$ cat src/hw/ipc_pkg.sv
// Constants and types of the interrupt priority and sense configuration block
// Operation
// RQ1: Five 16-bit read/write priority registers give each source a level 0 to 15.
// RQ2: Each priority register holds four 4-bit fields, high nibble first.
// RQ3: A field is a binary level; zero lowest, all ones highest.
// RQ4: Fields map to request pins 0-7, then fixed peripheral groups, last nibble reserved.
// RQ5: Two modules sharing one field both take that field's level.
// RQ6: Reset clears all priority registers; standby leaves them unchanged.
// RQ7: Reserved low nibble of the fifth priority register reads zero; software writes zero.
// RQ8: Reset initialises the sense control register; standby keeps it.
// RQ9: Sense control bit 15 reads the live non-maskable pin level, writes ignored.
// RQ10: Sense control bits 14 to 9 read zero; software writes zero.
// RQ11: Bit 8 picks non-maskable edge: 0 falling (reset), 1 rising.
// RQ12: Bits 7 to 0 set pins 0 to 7 sensing: 0 low level, 1 falling edge.
// RQ13: Equal levels requesting together resolve by fixed default ranking, lower vector wins.
// RQ14: Sources within one shared field rank by fixed order software cannot change.
// RQ15: Selected request reaches the CPU only if its level exceeds the CPU mask.
// RQ16: Edge requests latch pending until accepted; level requests pend only while asserted.
// RQ17: Each source has a fixed vector presented with the request.
package ipc_pkg;
   // ----------------------------------------
   // Register map
   // ----------------------------------------
   localparam logic [11:0] OFS_PRIO_A = 12'h000;
   localparam logic [11:0] OFS_PRIO_B = 12'h004;
   localparam logic [11:0] OFS_PRIO_C = 12'h008;
   localparam logic [11:0] OFS_PRIO_D = 12'h00C;
   localparam logic [11:0] OFS_PRIO_E = 12'h010;
   localparam logic [11:0] OFS_SENSE = 12'h014;
   localparam logic [11:0] OFS_EVT_STATUS = 12'h018;
   localparam logic [11:0] OFS_EVT_CLEAR = 12'h01C;
   localparam logic [11:0] OFS_EVT_ENABLE = 12'h020;
   localparam logic [15:0] RST_PRIO = 16'h0000;
   localparam logic [7:0] RST_SENSE = 8'h00;
   localparam logic RST_NMI_EDGE = 1'b0;
   localparam logic [1:0] RST_EVT = 2'h0;
   // Sense control fields
   localparam int POS_NMI_LEVEL = 15;
   localparam int POS_NMI_EDGE = 8;
   localparam logic [15:0] PRIO_E_KEEP = 16'hFFF0;
   // Event bits
   localparam int EVT_NMI = 0;
   localparam int EVT_ACCEPT = 1;
   localparam int EVT_W = 2;
   // ----------------------------------------
   // Sources and vectors
   // ----------------------------------------
   localparam int NUM_EXT = 8;
   localparam int NUM_PERIPH = 44;
   localparam int NUM_SRC = 1 + NUM_EXT + NUM_PERIPH;
   localparam int NUM_FIELD = 20;
   localparam logic [7:0] VEC_NMI = 8'h0B;
   localparam logic [7:0] VEC_BASE = 8'h3F;
   localparam logic [43:0] PERIPH_PRESENT = 44'h33FF7777755;
   localparam logic [4:0] LVL_NMI = 5'h10;
   localparam logic [1:0] RESP_OKAY = 2'h0;
   localparam logic [1:0] RESP_SLVERR = 2'h2;

   typedef struct packed {
      logic [7:0] vector;
      logic [3:0] level;
   } ipc_req_t;
endpackage

$ cat src/hw/ipc_top.sv
// Interrupt priority and sense configuration with request selection
`timescale 1ns/10ps
`default_nettype none
module ipc_top #(
   parameter int ADDR_W = 12
) (
   // Clock and reset
   input wire logic CLK,
   input wire logic RST_N,
   // Interrupt pins and peripheral requests
   input wire logic NMI_PIN,
   input wire logic [7:0] EXTERNAL_REQUEST_PINS_N,
   input wire logic [43:0] PERIPH_REQ,
   // CPU side
   input wire logic [3:0] CPU_MASK_LEVEL,
   input wire logic CPU_ACK,
   output logic IRQ_REQ,
   output ipc_pkg::ipc_req_t IRQ_OUT,
   output logic INT_O,
   // AXI4-Lite slave
   input wire logic [ADDR_W-1:0] S_AXI_AWADDR,
   input wire logic S_AXI_AWVALID,
   output logic S_AXI_AWREADY,
   input wire logic [31:0] S_AXI_WDATA,
   input wire logic [3:0] S_AXI_WSTRB,
   input wire logic S_AXI_WVALID,
   output logic S_AXI_WREADY,
   output logic [1:0] S_AXI_BRESP,
   output logic S_AXI_BVALID,
   input wire logic S_AXI_BREADY,
   input wire logic [ADDR_W-1:0] S_AXI_ARADDR,
   input wire logic S_AXI_ARVALID,
   output logic S_AXI_ARREADY,
   output logic [31:0] S_AXI_RDATA,
   output logic [1:0] S_AXI_RRESP,
   output logic S_AXI_RVALID,
   input wire logic S_AXI_RREADY
);
   logic [15:0] prio [5];
   logic nmi_edge_sel;
   logic [7:0] sense;
   logic [ipc_pkg::EVT_W-1:0] evt_status;
   logic [ipc_pkg::EVT_W-1:0] evt_enable;
   logic [ADDR_W-1:0] aw_addr;
   logic aw_full;
   logic [31:0] w_data;
   logic [3:0] w_strb;
   logic w_full;
   logic wr_go;
   logic [11:0] wr_ofs;
   logic [11:0] rd_ofs;
   logic [15:0] wr_mask;
   logic primed;
   logic nmi_prev;
   logic [7:0] ext_prev;
   logic nmi_pend;
   logic [7:0] ext_pend;
   logic nmi_edge;
   logic [7:0] ext_fall;
   logic accept;
   logic [3:0] field [ipc_pkg::NUM_FIELD];
   logic [ipc_pkg::NUM_SRC-1:0] src_act;
   logic [4:0] src_lvl [ipc_pkg::NUM_SRC];
   logic best_found;
   logic [4:0] best_lvl;
   logic [5:0] best_idx;
   logic next_req;
   ipc_pkg::ipc_req_t next_out;

   // ----------------------------------------
   // Write channel capture
   // ----------------------------------------
   assign wr_go = aw_full && w_full && !S_AXI_BVALID;
   assign wr_ofs = 12'(aw_addr);
   assign rd_ofs = 12'(S_AXI_ARADDR);
   assign wr_mask = {{8{w_strb[1]}}, {8{w_strb[0]}}};

   always_ff @(posedge CLK)
   begin
      if (!RST_N)
      begin
         aw_full <= 1'b0;
         aw_addr <= '0;
         S_AXI_AWREADY <= 1'b0;
      end
      else
      begin
         if (S_AXI_AWVALID && S_AXI_AWREADY)
         begin
            aw_full <= 1'b1;
            aw_addr <= S_AXI_AWADDR;
         end
         else if (wr_go)
            aw_full <= 1'b0;
         S_AXI_AWREADY <= !aw_full && !(S_AXI_AWVALID && S_AXI_AWREADY);
      end
   end

   always_ff @(posedge CLK)
   begin
      if (!RST_N)
      begin
         w_full <= 1'b0;
         w_data <= '0;
         w_strb <= '0;
         S_AXI_WREADY <= 1'b0;
      end
      else
      begin
         if (S_AXI_WVALID && S_AXI_WREADY)
         begin
            w_full <= 1'b1;
            w_data <= S_AXI_WDATA;
            w_strb <= S_AXI_WSTRB;
         end
         else if (wr_go)
            w_full <= 1'b0;
         S_AXI_WREADY <= !w_full && !(S_AXI_WVALID && S_AXI_WREADY);
      end
   end

   always_ff @(posedge CLK)
   begin
      if (!RST_N)
      begin
         S_AXI_BVALID <= 1'b0;
         S_AXI_BRESP <= ipc_pkg::RESP_OKAY;
      end
      else if (wr_go)
      begin
         S_AXI_BVALID <= 1'b1;
         S_AXI_BRESP <= (wr_ofs > ipc_pkg::OFS_EVT_ENABLE || wr_ofs[1:0] != 2'h0) ?
                        ipc_pkg::RESP_SLVERR : ipc_pkg::RESP_OKAY;
      end
      else if (S_AXI_BREADY)
         S_AXI_BVALID <= 1'b0;
   end

   // ----------------------------------------
   // Configuration registers
   // ----------------------------------------
   // No standby input: nothing but reset or a write ever changes these
   always_ff @(posedge CLK)
   begin
      if (!RST_N)
      begin
         // RQ6 reset clears priorities
         for (int r = 0; r < 5; r++)
            prio[r] <= ipc_pkg::RST_PRIO;
      end
      else if (wr_go)
      begin
         // RQ1 writable priority registers
         for (int r = 0; r < 5; r++)
            if (wr_ofs == ipc_pkg::OFS_PRIO_A + 12'(4 * r))
            begin
               // RQ7 reserved nibble held zero
               if (r == 4)
                  prio[r] <= (prio[r] & ~wr_mask) | (w_data[15:0] & wr_mask
                             & ipc_pkg::PRIO_E_KEEP);
               else
                  prio[r] <= (prio[r] & ~wr_mask) | (w_data[15:0] & wr_mask);
            end
      end
   end

   always_ff @(posedge CLK)
   begin
      if (!RST_N)
      begin
         // RQ8 sense control initialised
         nmi_edge_sel <= ipc_pkg::RST_NMI_EDGE;
         sense <= ipc_pkg::RST_SENSE;
      end
      else if (wr_go && wr_ofs == ipc_pkg::OFS_SENSE)
      begin
         // RQ11 edge select write
         if (w_strb[1])
            nmi_edge_sel <= w_data[ipc_pkg::POS_NMI_EDGE];
         // RQ12 sense select write
         if (w_strb[0])
            sense <= w_data[7:0];
      end
   end

   // ----------------------------------------
   // Read channel
   // ----------------------------------------
   always_ff @(posedge CLK)
   begin
      if (!RST_N)
      begin
         S_AXI_ARREADY <= 1'b0;
         S_AXI_RVALID <= 1'b0;
         S_AXI_RDATA <= '0;
         S_AXI_RRESP <= ipc_pkg::RESP_OKAY;
      end
      else
      begin
         S_AXI_ARREADY <= !S_AXI_RVALID && !(S_AXI_ARVALID && S_AXI_ARREADY);
         if (S_AXI_ARVALID && S_AXI_ARREADY)
         begin
            S_AXI_RVALID <= 1'b1;
            S_AXI_RRESP <= ipc_pkg::RESP_OKAY;
            S_AXI_RDATA <= '0;
            case (rd_ofs)
               ipc_pkg::OFS_PRIO_A: S_AXI_RDATA <= {16'h0000, prio[0]};
               ipc_pkg::OFS_PRIO_B: S_AXI_RDATA <= {16'h0000, prio[1]};
               ipc_pkg::OFS_PRIO_C: S_AXI_RDATA <= {16'h0000, prio[2]};
               ipc_pkg::OFS_PRIO_D: S_AXI_RDATA <= {16'h0000, prio[3]};
               ipc_pkg::OFS_PRIO_E: S_AXI_RDATA <= {16'h0000, prio[4]};
               // RQ9 live pin level, RQ10 zeros
               ipc_pkg::OFS_SENSE: S_AXI_RDATA <= {16'h0000, NMI_PIN, 6'h00, nmi_edge_sel, sense};
               ipc_pkg::OFS_EVT_STATUS: S_AXI_RDATA <= {30'h0, evt_status};
               ipc_pkg::OFS_EVT_CLEAR: S_AXI_RDATA <= '0;
               ipc_pkg::OFS_EVT_ENABLE: S_AXI_RDATA <= {30'h0, evt_enable};
               default: S_AXI_RRESP <= ipc_pkg::RESP_SLVERR;
            endcase
         end
         else if (S_AXI_RREADY)
            S_AXI_RVALID <= 1'b0;
      end
   end

   // ----------------------------------------
   // Pin edge detection and pending latches
   // ----------------------------------------
   // Primed flag stops a pin held low through reset posing as an edge
   always_ff @(posedge CLK)
   begin
      if (!RST_N)
      begin
         primed <= 1'b0;
         nmi_prev <= 1'b0;
         ext_prev <= 8'hFF;
      end
      else
      begin
         primed <= 1'b1;
         nmi_prev <= NMI_PIN;
         ext_prev <= EXTERNAL_REQUEST_PINS_N;
      end
   end

   // RQ11 edge chosen by select bit
   assign nmi_edge = primed && (nmi_edge_sel ? (NMI_PIN && !nmi_prev) : (!NMI_PIN && nmi_prev));
   assign accept = CPU_ACK && IRQ_REQ;

   always_ff @(posedge CLK)
   begin
      if (!RST_N)
         nmi_pend <= 1'b0;
      else
         nmi_pend <= nmi_edge || (nmi_pend && !(accept && IRQ_OUT.vector == ipc_pkg::VEC_NMI));
   end

   genvar g;
   generate
      for (g = 0; g < ipc_pkg::NUM_EXT; g++)
      begin : g_ext
         // RQ12 pin g sensed by bit 7-g
         assign ext_fall[g] = primed && sense[7 - g] && ext_prev[g]
                              && !EXTERNAL_REQUEST_PINS_N[g];
         // RQ16 edge latched until accepted, set wins
         always_ff @(posedge CLK)
         begin
            if (!RST_N)
               ext_pend[g] <= 1'b0;
            else
               ext_pend[g] <= ext_fall[g] || (ext_pend[g] && sense[7 - g]
                  && !(accept && IRQ_OUT.vector == ipc_pkg::VEC_BASE + 8'(g + 1)));
         end
         // RQ16 level request only while pin low
         assign src_act[g + 1] = sense[7 - g] ? ext_pend[g] : !EXTERNAL_REQUEST_PINS_N[g];
      end
      for (g = 0; g < ipc_pkg::NUM_FIELD; g++)
      begin : g_field
         // RQ2 four nibbles per register, RQ3 binary level
         assign field[g] = prio[g / 4][15 - 4 * (g % 4) -: 4];
      end
      for (g = 1; g < ipc_pkg::NUM_SRC; g++)
      begin : g_lvl
         // RQ4 pins one nibble each, peripherals four vectors per nibble
         // RQ5 shared field gives both modules one level
         assign src_lvl[g] = {1'b0, field[(g <= 8) ? g - 1 : 8 + (g - 9) / 4]};
      end
      for (g = 0; g < ipc_pkg::NUM_PERIPH; g++)
      begin : g_per
         assign src_act[g + 9] = PERIPH_REQ[g] && ipc_pkg::PERIPH_PRESENT[g];
      end
   endgenerate

   assign src_act[0] = nmi_pend;
   assign src_lvl[0] = ipc_pkg::LVL_NMI;

   // ----------------------------------------
   // Selection and CPU request
   // ----------------------------------------
   always_comb
   begin
      best_found = 1'b0;
      best_lvl = 5'h00;
      best_idx = 6'h00;
      // RQ13 strictly greater wins, ties keep lower vector
      // RQ14 within-field order fixed by vector order
      for (int s = 0; s < ipc_pkg::NUM_SRC; s++)
         if (src_act[s] && (!best_found || src_lvl[s] > best_lvl))
         begin
            best_found = 1'b1;
            best_lvl = src_lvl[s];
            best_idx = 6'(s);
         end
      // RQ15 level must exceed CPU mask
      next_req = best_found && (best_lvl > {1'b0, CPU_MASK_LEVEL});
      // RQ17 fixed vector per source
      next_out.vector = (best_idx == 6'h00) ? ipc_pkg::VEC_NMI : ipc_pkg::VEC_BASE + 8'(best_idx);
      next_out.level = best_lvl[4] ? 4'hF : best_lvl[3:0];
   end

   always_ff @(posedge CLK)
   begin
      if (!RST_N)
      begin
         IRQ_REQ <= 1'b0;
         IRQ_OUT <= '0;
      end
      else
      begin
         IRQ_REQ <= next_req && !accept;
         IRQ_OUT <= next_req ? next_out : '0;
      end
   end

   // ----------------------------------------
   // Event status and interrupt
   // ----------------------------------------
   always_ff @(posedge CLK)
   begin
      if (!RST_N)
      begin
         evt_status <= ipc_pkg::RST_EVT;
         evt_enable <= ipc_pkg::RST_EVT;
         INT_O <= 1'b0;
      end
      else
      begin
         // Set beats a clear in the same cycle
         evt_status[ipc_pkg::EVT_NMI] <= nmi_edge || (evt_status[ipc_pkg::EVT_NMI]
            && !(wr_go && wr_ofs == ipc_pkg::OFS_EVT_CLEAR && w_data[ipc_pkg::EVT_NMI]));
         evt_status[ipc_pkg::EVT_ACCEPT] <= accept || (evt_status[ipc_pkg::EVT_ACCEPT]
            && !(wr_go && wr_ofs == ipc_pkg::OFS_EVT_CLEAR && w_data[ipc_pkg::EVT_ACCEPT]));
         if (wr_go && wr_ofs == ipc_pkg::OFS_EVT_ENABLE && w_strb[0])
            evt_enable <= w_data[ipc_pkg::EVT_W-1:0];
         INT_O <= |(evt_status & evt_enable);
      end
   end
endmodule // ipc_top
`default_nettype wire

$ cat config.mk
export PLATFORM = sky130hd
export DESIGN_NAME = ipc_top
export DESIGN_NICKNAME = d
export VERILOG_FILES = /design/src/hw/ipc_pkg.sv /design/src/hw/ipc_top.sv
export SDC_FILE = /design/constraint.sdc
export NUM_CORES = 1
export LEC_CHECK = 0
export BUFFER_PORTS_ARGS = -buffer_cell sky130_fd_sc_hd__buf_2
export CORE_AREA = 2 2 221 245
export DETAILED_ROUTE_END_ITERATION = 10
export DIE_AREA = 0 0 223 247
export SKIP_LAST_GASP = 1
export SLEW_MARGIN = 20
export SYNTH_ARGS = -nofsm -noshare
export SYNTH_HDL_FRONTEND = slang
export SYNTH_SLANG_ARGS = --single-unit
export TNS_END_PERCENT = 10
$ cat constraint.sdc
create_clock -name CLK -period 147.3 [get_ports CLK]
set_clock_uncertainty 0.15 [all_clocks]
set_input_delay 7.365 -clock CLK [delete_from_list [all_inputs] [get_ports CLK]]
set_output_delay 7.365 -clock CLK [all_outputs]
set_load 0.02 [all_outputs]
=== Word level (Yosys, flattened, before mapping) ===
Memories as Yosys holds them, arrays and structs flattened.
Cells that the tools add are included.

* Bits in registers: 118
* Output and inout bits: 55
* Word-level logic and storage cells: 532
* Bits in writable memories: 80
* Memories kept: 1
* Input bits: 125

{| class="wikitable"
|+ Memories
! memory !! depth !! width !! read ports !! clocked after Yosys merged registers in !! wr ports !! line !! text
|-
| prio || 5 || 16 || 5 || 0 || 5 || ipc_top.sv:39 || <nowiki>logic [15:0] prio [5];</nowiki>
|}

* Muxes and demuxes: 167
* Eq/ne operators: 24
* $lt $le $gt $ge: 41
* Add/sub/neg operators: 1
* Reduce and logical (&&, ||, !) cells: 244
* Bitwise operators: 20

{| class="wikitable"
|+ Operator list
! cell !! count
|-
| 2-to-1 mux 6 bit || 38
|-
| 2-to-1 mux 5 bit || 40
|-
| > comparator 4 x 5 -> 1 bit || 39
|-
| case mux 16 bit (8 select lines) || 1
|-
| logical AND 1 bit || 111
|-
| AND 16 bit || 6
|-
| == test 12 x 5 -> 1 bit, second input constant || 7
|-
| 2-to-1 mux 16 bit || 5
|-
| OR 16 bit || 5
|-
| 2-to-1 mux 1 bit || 79
|-
| zero test 1 bit || 68
|-
| == test 7 bit, second input constant || 8
|-
| logical OR 1 bit || 51
|-
| == test 12 x 4 -> 1 bit, second input constant || 4
|-
| == test 12 x 3 -> 1 bit, second input constant || 2
|-
| == test 12 x 6 -> 1 bit, second input constant || 2
|-
| zero test 12 bit || 2
|-
| inverter 16 bit || 1
|-
| > comparator 12 x 6 -> 1 bit, second input constant || 1
|-
| nonzero test 2 bit || 5
|-
| OR reduction 9 bit || 1
|-
| 2-to-1 mux 4 bit || 2
|-
| adder 6 x 6 -> 7 bit, first input constant || 1
|-
| == test 7 x 4 -> 1 bit, second input constant || 1
|-
| 9 further kinds || 17
|}

=== Logic depth before layout (Yosys ltp) ===
* Depth in word-level cells: 161
* Mapped depth: 341
* Gate-level depth less buffers: 326

=== Worst setup path before layout ===
Ideal clock, no wire load.

* Path kind: input to register
* Start point: input port EXTERNAL_REQUEST_PINS_N[0]
* End point: register IRQ_OUT[1] (netlist name)
* Setup time: 119 ps
* Arrival: 64772 ps
* Buffers on the path: 11
* Cell stages on the path: 307
* Data required time: 147031 ps
* Slack: 82259 ps
* Cells stage by stage: nor2b_1 nor3_1 nand2_1 ha_1 nor2b_1 o21a_1 o21ai_1 a211oi_1 or2_2 ha_1 a41o_1 a21oi_1 a21boi_0 or2_2 clkbuf_1 o21ai_0 ha_1 nor2b_1 [271 not listed] o21a_1 inv_1 a21o_1 and2_1 clkbuf_1 o21ai_0 o22ai_1 ha_1 nor2b_1 o21ai_0 nand2b_1 a21oi_1 a41oi_1 o21a_1 o31ai_1 nor3_1 a21oi_1 o21ai_1

* Longest elaborated chain between the ends: 159
* Elaborated cells on any way between the ends: 237
* Those cells by class: 39 x order compare; 80 x mux; 118 x reduce/logical

{| class="wikitable"
|+ RTL lines
! what !! line !! text
|-
| start: declaration || ipc_top.sv:12 || <nowiki>input wire logic [7:0] EXTERNAL_REQUEST_PINS_N,</nowiki>
|-
| zero test 1 bit * || ipc_top.sv:274 || <nowiki>assign src_act[g + 1] = sense[7 - g] ? ext_pend[g] : !EXTERNAL_REQUEST_PINS_N[g];</nowiki>
|-
| 2-to-1 mux 1 bit * || ipc_top.sv:274 ||
|-
| logical AND 1 bit * || ipc_top.sv:307 || <nowiki>if (src_act[s] && (!best_found || src_lvl[s] > best_lvl))</nowiki>
|-
| 2-to-1 mux 5 bit / 2-to-1 mux 1 bit (equally long branches) || ipc_top.sv:307 ||
|-
| > comparator 4 x 5 -> 1 bit / zero test 1 bit (equally long branches) || ipc_top.sv:307 ||
|-
| logical OR 1 bit || ipc_top.sv:307 ||
|-
| logical AND 1 bit || ipc_top.sv:307 ||
|-
| 2-to-1 mux 5 bit / 2-to-1 mux 1 bit (equally long branches) || ipc_top.sv:307 ||
|-
| [143 not listed] || -- ||
|-
| 2-to-1 mux 5 bit / 2-to-1 mux 1 bit (equally long branches) || ipc_top.sv:307 ||
|-
| > comparator 4 x 5 -> 1 bit / zero test 1 bit (equally long branches) || ipc_top.sv:307 ||
|-
| logical OR 1 bit || ipc_top.sv:307 ||
|-
| logical AND 1 bit || ipc_top.sv:307 ||
|-
| 2-to-1 mux 5 bit || ipc_top.sv:307 ||
|-
| > comparator 5 x 4 -> 1 bit || ipc_top.sv:314 || <nowiki>next_req = best_found && (best_lvl > {1'b0, CPU_MASK_LEVEL});</nowiki>
|-
| logical AND 1 bit || ipc_top.sv:314 ||
|-
| AND reduction 2 bit (no line) || -- ||
|-
| end signal: assignment || ipc_top.sv:330 || <nowiki>IRQ_OUT <= next_req ? next_out : '0;</nowiki>
|-
| end: declaration || ipc_top.sv:18 || <nowiki>output ipc_pkg::ipc_req_t IRQ_OUT,</nowiki>
|}

Every way passes the cells marked *; elsewhere a longest branch is shown, timed or not.
A chain may end at the register's enable or synchronous reset.

=== Worst setup path in the final report ===
Ends and elaborated chain as after synthesis.

==> results.md <==
- Status: finished, final reports clean
- Final min period: between 70 and 80 ns
- Synthesized area per cell: 8.250 um^2
- Most instantiated library cell after synthesis: nand2_1
- Rows: just under 90
- Hold Vio Cnt, Final: 0
- CP peak stage delay: 0.88 ns
- First-pass GRT wire length: 88.38 mm
- Die W: 223 um
- Post-CTS setup buffers: 0
- RSZ-0062 raised after global routing: false
- Seq cells post-synth: between 150 and 200
- Gr usage total: 0.2067
- Iteration-0 DRC Markers: 1338
- Worst setup path category: input port to flip-flop
- Max Root-Sink Buffers: 2
- Cell variety after synth: 103
- Crit-path slowest cell: a32oi_1
- Setup crit start kind: input port
- Pins over their slew limit: 0
- Initial antenna violation count: 0
- Top cell family by delay on the critical path: compound AO/OA/AOI/OAI gates
- Clock tree sinks: 180
- Gpl congestion: 0.9511
- Initial Util: 0.2957
- Worst endpoint required time: 147.48 ns
- WL final: 58.10 mm
- Fmax: 12.87 MHz
- WL/cell: between 20 and 25 um
- Syn Inst Count: 1896
- Via Count: 15360
- DR DRC count: 0
- Dpl hpwl: 45.27 mm
- Sequential fraction of the synthesis area: 0.2816
- # H-tree levels: 4
- Core area: 52890 um^2
- Tightest Pin Transition: 1.192 ns
- Worst Setup End Kind: flip-flop
- Period utilization: 0.5275
- Maxcap violations: 0
- Share of cells above drive strength 1: 0.1289
- Largest cells by area after synthesis: edfxtp_1 15%, dfxtp_1 13%, ha_1 13%, nand2_1 5.5%, a21oi_1 5.2%
- Yosys top cell by area: edfxtp_1
- Root Buffer: clkbuf_16
- Bufs and invs on worst path: 13
- Final setup TNS: 0 ns
- Yosys warns: 0
- Clock transition at the registers of the reported paths: about 0.070 ns
- Top cell type's share of synthesized area: 0.1536
- TritonCTS buffer count: 17
- GRT overflow: 0
- Die footprint: around 55000 um^2
- Asr flop ratio synth: 0
- Worst slew margin: 0.1987
- Buffers on Ports: 129
- Commonest cells in the synthesized netlist: 230 x nand2_1, 162 x a21oi_1, 157 x ha_1
- Area delta synth->final: 12.23%
- Arr. time, crit path: around 78 ns
- CP Max Fanout: 15
- Gates resized, CTS repair: 0
- DRT Pass-1 Iters: 8
- IO Pins: 180
- Largest net degree at the start of global routing: 98
- CTS tree: built
- Vias in the first global route: 14820
- Tightest Hold Check Type: flip-flop to flip-flop
- Post-Syn Area: about 16000 um^2
- Antenna Nets Post-Route: 0
- Top_reg_cell synth: dfxtp_1
- Clock Latency Late Sink: 0.45 ns
- Via/cell ratio: approximately 5.7
- Nets: 2271
- CTS hold repair buffers: 0
- Final setup violation count: 0
- EDFF count, synth: 80
- Die height: 247 um
- Most frequent CP cell: ha_1
## flip-flops by register name (all words and copies together) (netlist names), 8 cells and up
register,cells
IRQ_OUT,11
S_AXI_RDATA,16
ext_pend,8
aw_addr,12
w_data,16
prio,80
ext_prev,8
sense,8
## worst reg2reg max path: cells and delay by family (launching register included)
kind / cells / cell delay, ns
AOI/OAI and AO/OA: 167 / 38.20
and+or+nand+nor: 70 / 15.21
adders and majority gates: 39 / 11.48
muxes: 14 / 4.23
buffers and inverters: 13 / 1.46
DFF: 1 / 0.30
## final cells by class
| cell class | count | area [um^2] |
|---|---|---|
| tap | 682 | 853.3 |
| antenna | 1 | 2.502 |
| clock buffer | 18 | 450.4 |
| inverter | 82 | 307.8 |
| sequential | 180 | 4405 |
| multi-input combinational | 1562 | 10590 |
| fill | 5534 | 35340 |
| timing repair buffer | 146 | 773.2 |
| clock inverter | 14 | 172.7 |
## final timing paths
| path | cells after the start | slack [ns] | endpoint | start |
|---|---|---|---|---|
| hold reg to reg | 1 | 0.30 | IRQ_REQ$_SDFF_PN0_ | IRQ_REQ$_SDFF_PN0_ |
| setup / recovery | 304 | 69.59 | IRQ_OUT[1]$_SDFF_PN0_ | EXTERNAL_REQUEST_PINS_N[0] |
| hold / removal | 1 | 0.30 | IRQ_REQ$_SDFF_PN0_ | IRQ_REQ$_SDFF_PN0_ |
| setup reg to reg | 303 | 76.16 | IRQ_OUT[1]$_SDFF_PN0_ | nmi_pend$_SDFF_PN0_ |
## logic make-up after synthesis
logic type | Yosys count | synth area share
compound gates | 638 | 0.2723
xor+xnor | 1 | 0.0005600
fa+ha+maj | 157 | 0.1256
buf+inv | 172 | 0.04767
flops | 180 | 0.2816
mux | 63 | 0.04247
other cells | 1 | 0.0002397
simple gates | 684 | 0.2296
## metrics by stage
step / worst slack (ns) / utilization / cell area, um^2 / instances / hold WS (ns)
3_5_place_dp: 70.43 / 0.3201 / 16930 / 2652 / 0.2896
3_3_place_gp: 71.48 / 0.3201 / 16930 / 2652 / 0.2767
4_1_cts: 70.68 / 0.3319 / 17550 / 2684 / 0.3003
6_report: 69.59 / 0.3319 / 17560 / 2685 / 0.2962
5_1_grt: 64.11 / 0.3319 / 17550 / 2684 / 0.3213
2_1_floorplan: 82.26 / - / 15710 / 1914 / 0.2787
## layout by cell type, fill, tap and decap left out, types with 28 or more instances in the layout
| cell type | Yosys | routed |
|---|---|---|
| inv_1 | 80 | 80 |
| edfxtp_1 | 80 | 80 |
| o21a_1 | 40 | 40 |
| a21oi_1 | 162 | 162 |
| mux2i_1 | 39 | 39 |
| nor2_1 | 89 | 89 |
| nor2b_1 | 90 | 90 |
| a21boi_0 | 57 | 57 |
| nor3_1 | 33 | 32 |
| a31oi_1 | 28 | 28 |
| dfxtp_1 | 100 | 99 |
| buf_2 | 5 | 129 |
| nand2b_1 | 68 | 68 |
| ha_1 | 157 | 157 |
| o21ai_0 | 122 | 119 |
| nand2_1 | 230 | 230 |
| o211ai_1 | 28 | 28 |
## layer usage
metal | wire length (um) | global-route usage | vias up
met5 | 0 | 0 | -
met4 | 1870 | 0.07896 | 0
met3 | 3442 | 0.02067 | 100
met2 | 27830 | 0.3552 | 601
met1 | 24960 | 0.2671 | 7419
li1 | - | - | 7236
Power is not shown: default switching activity piles up to over one toggle a cycle in this logic, so the estimate is an artifact.
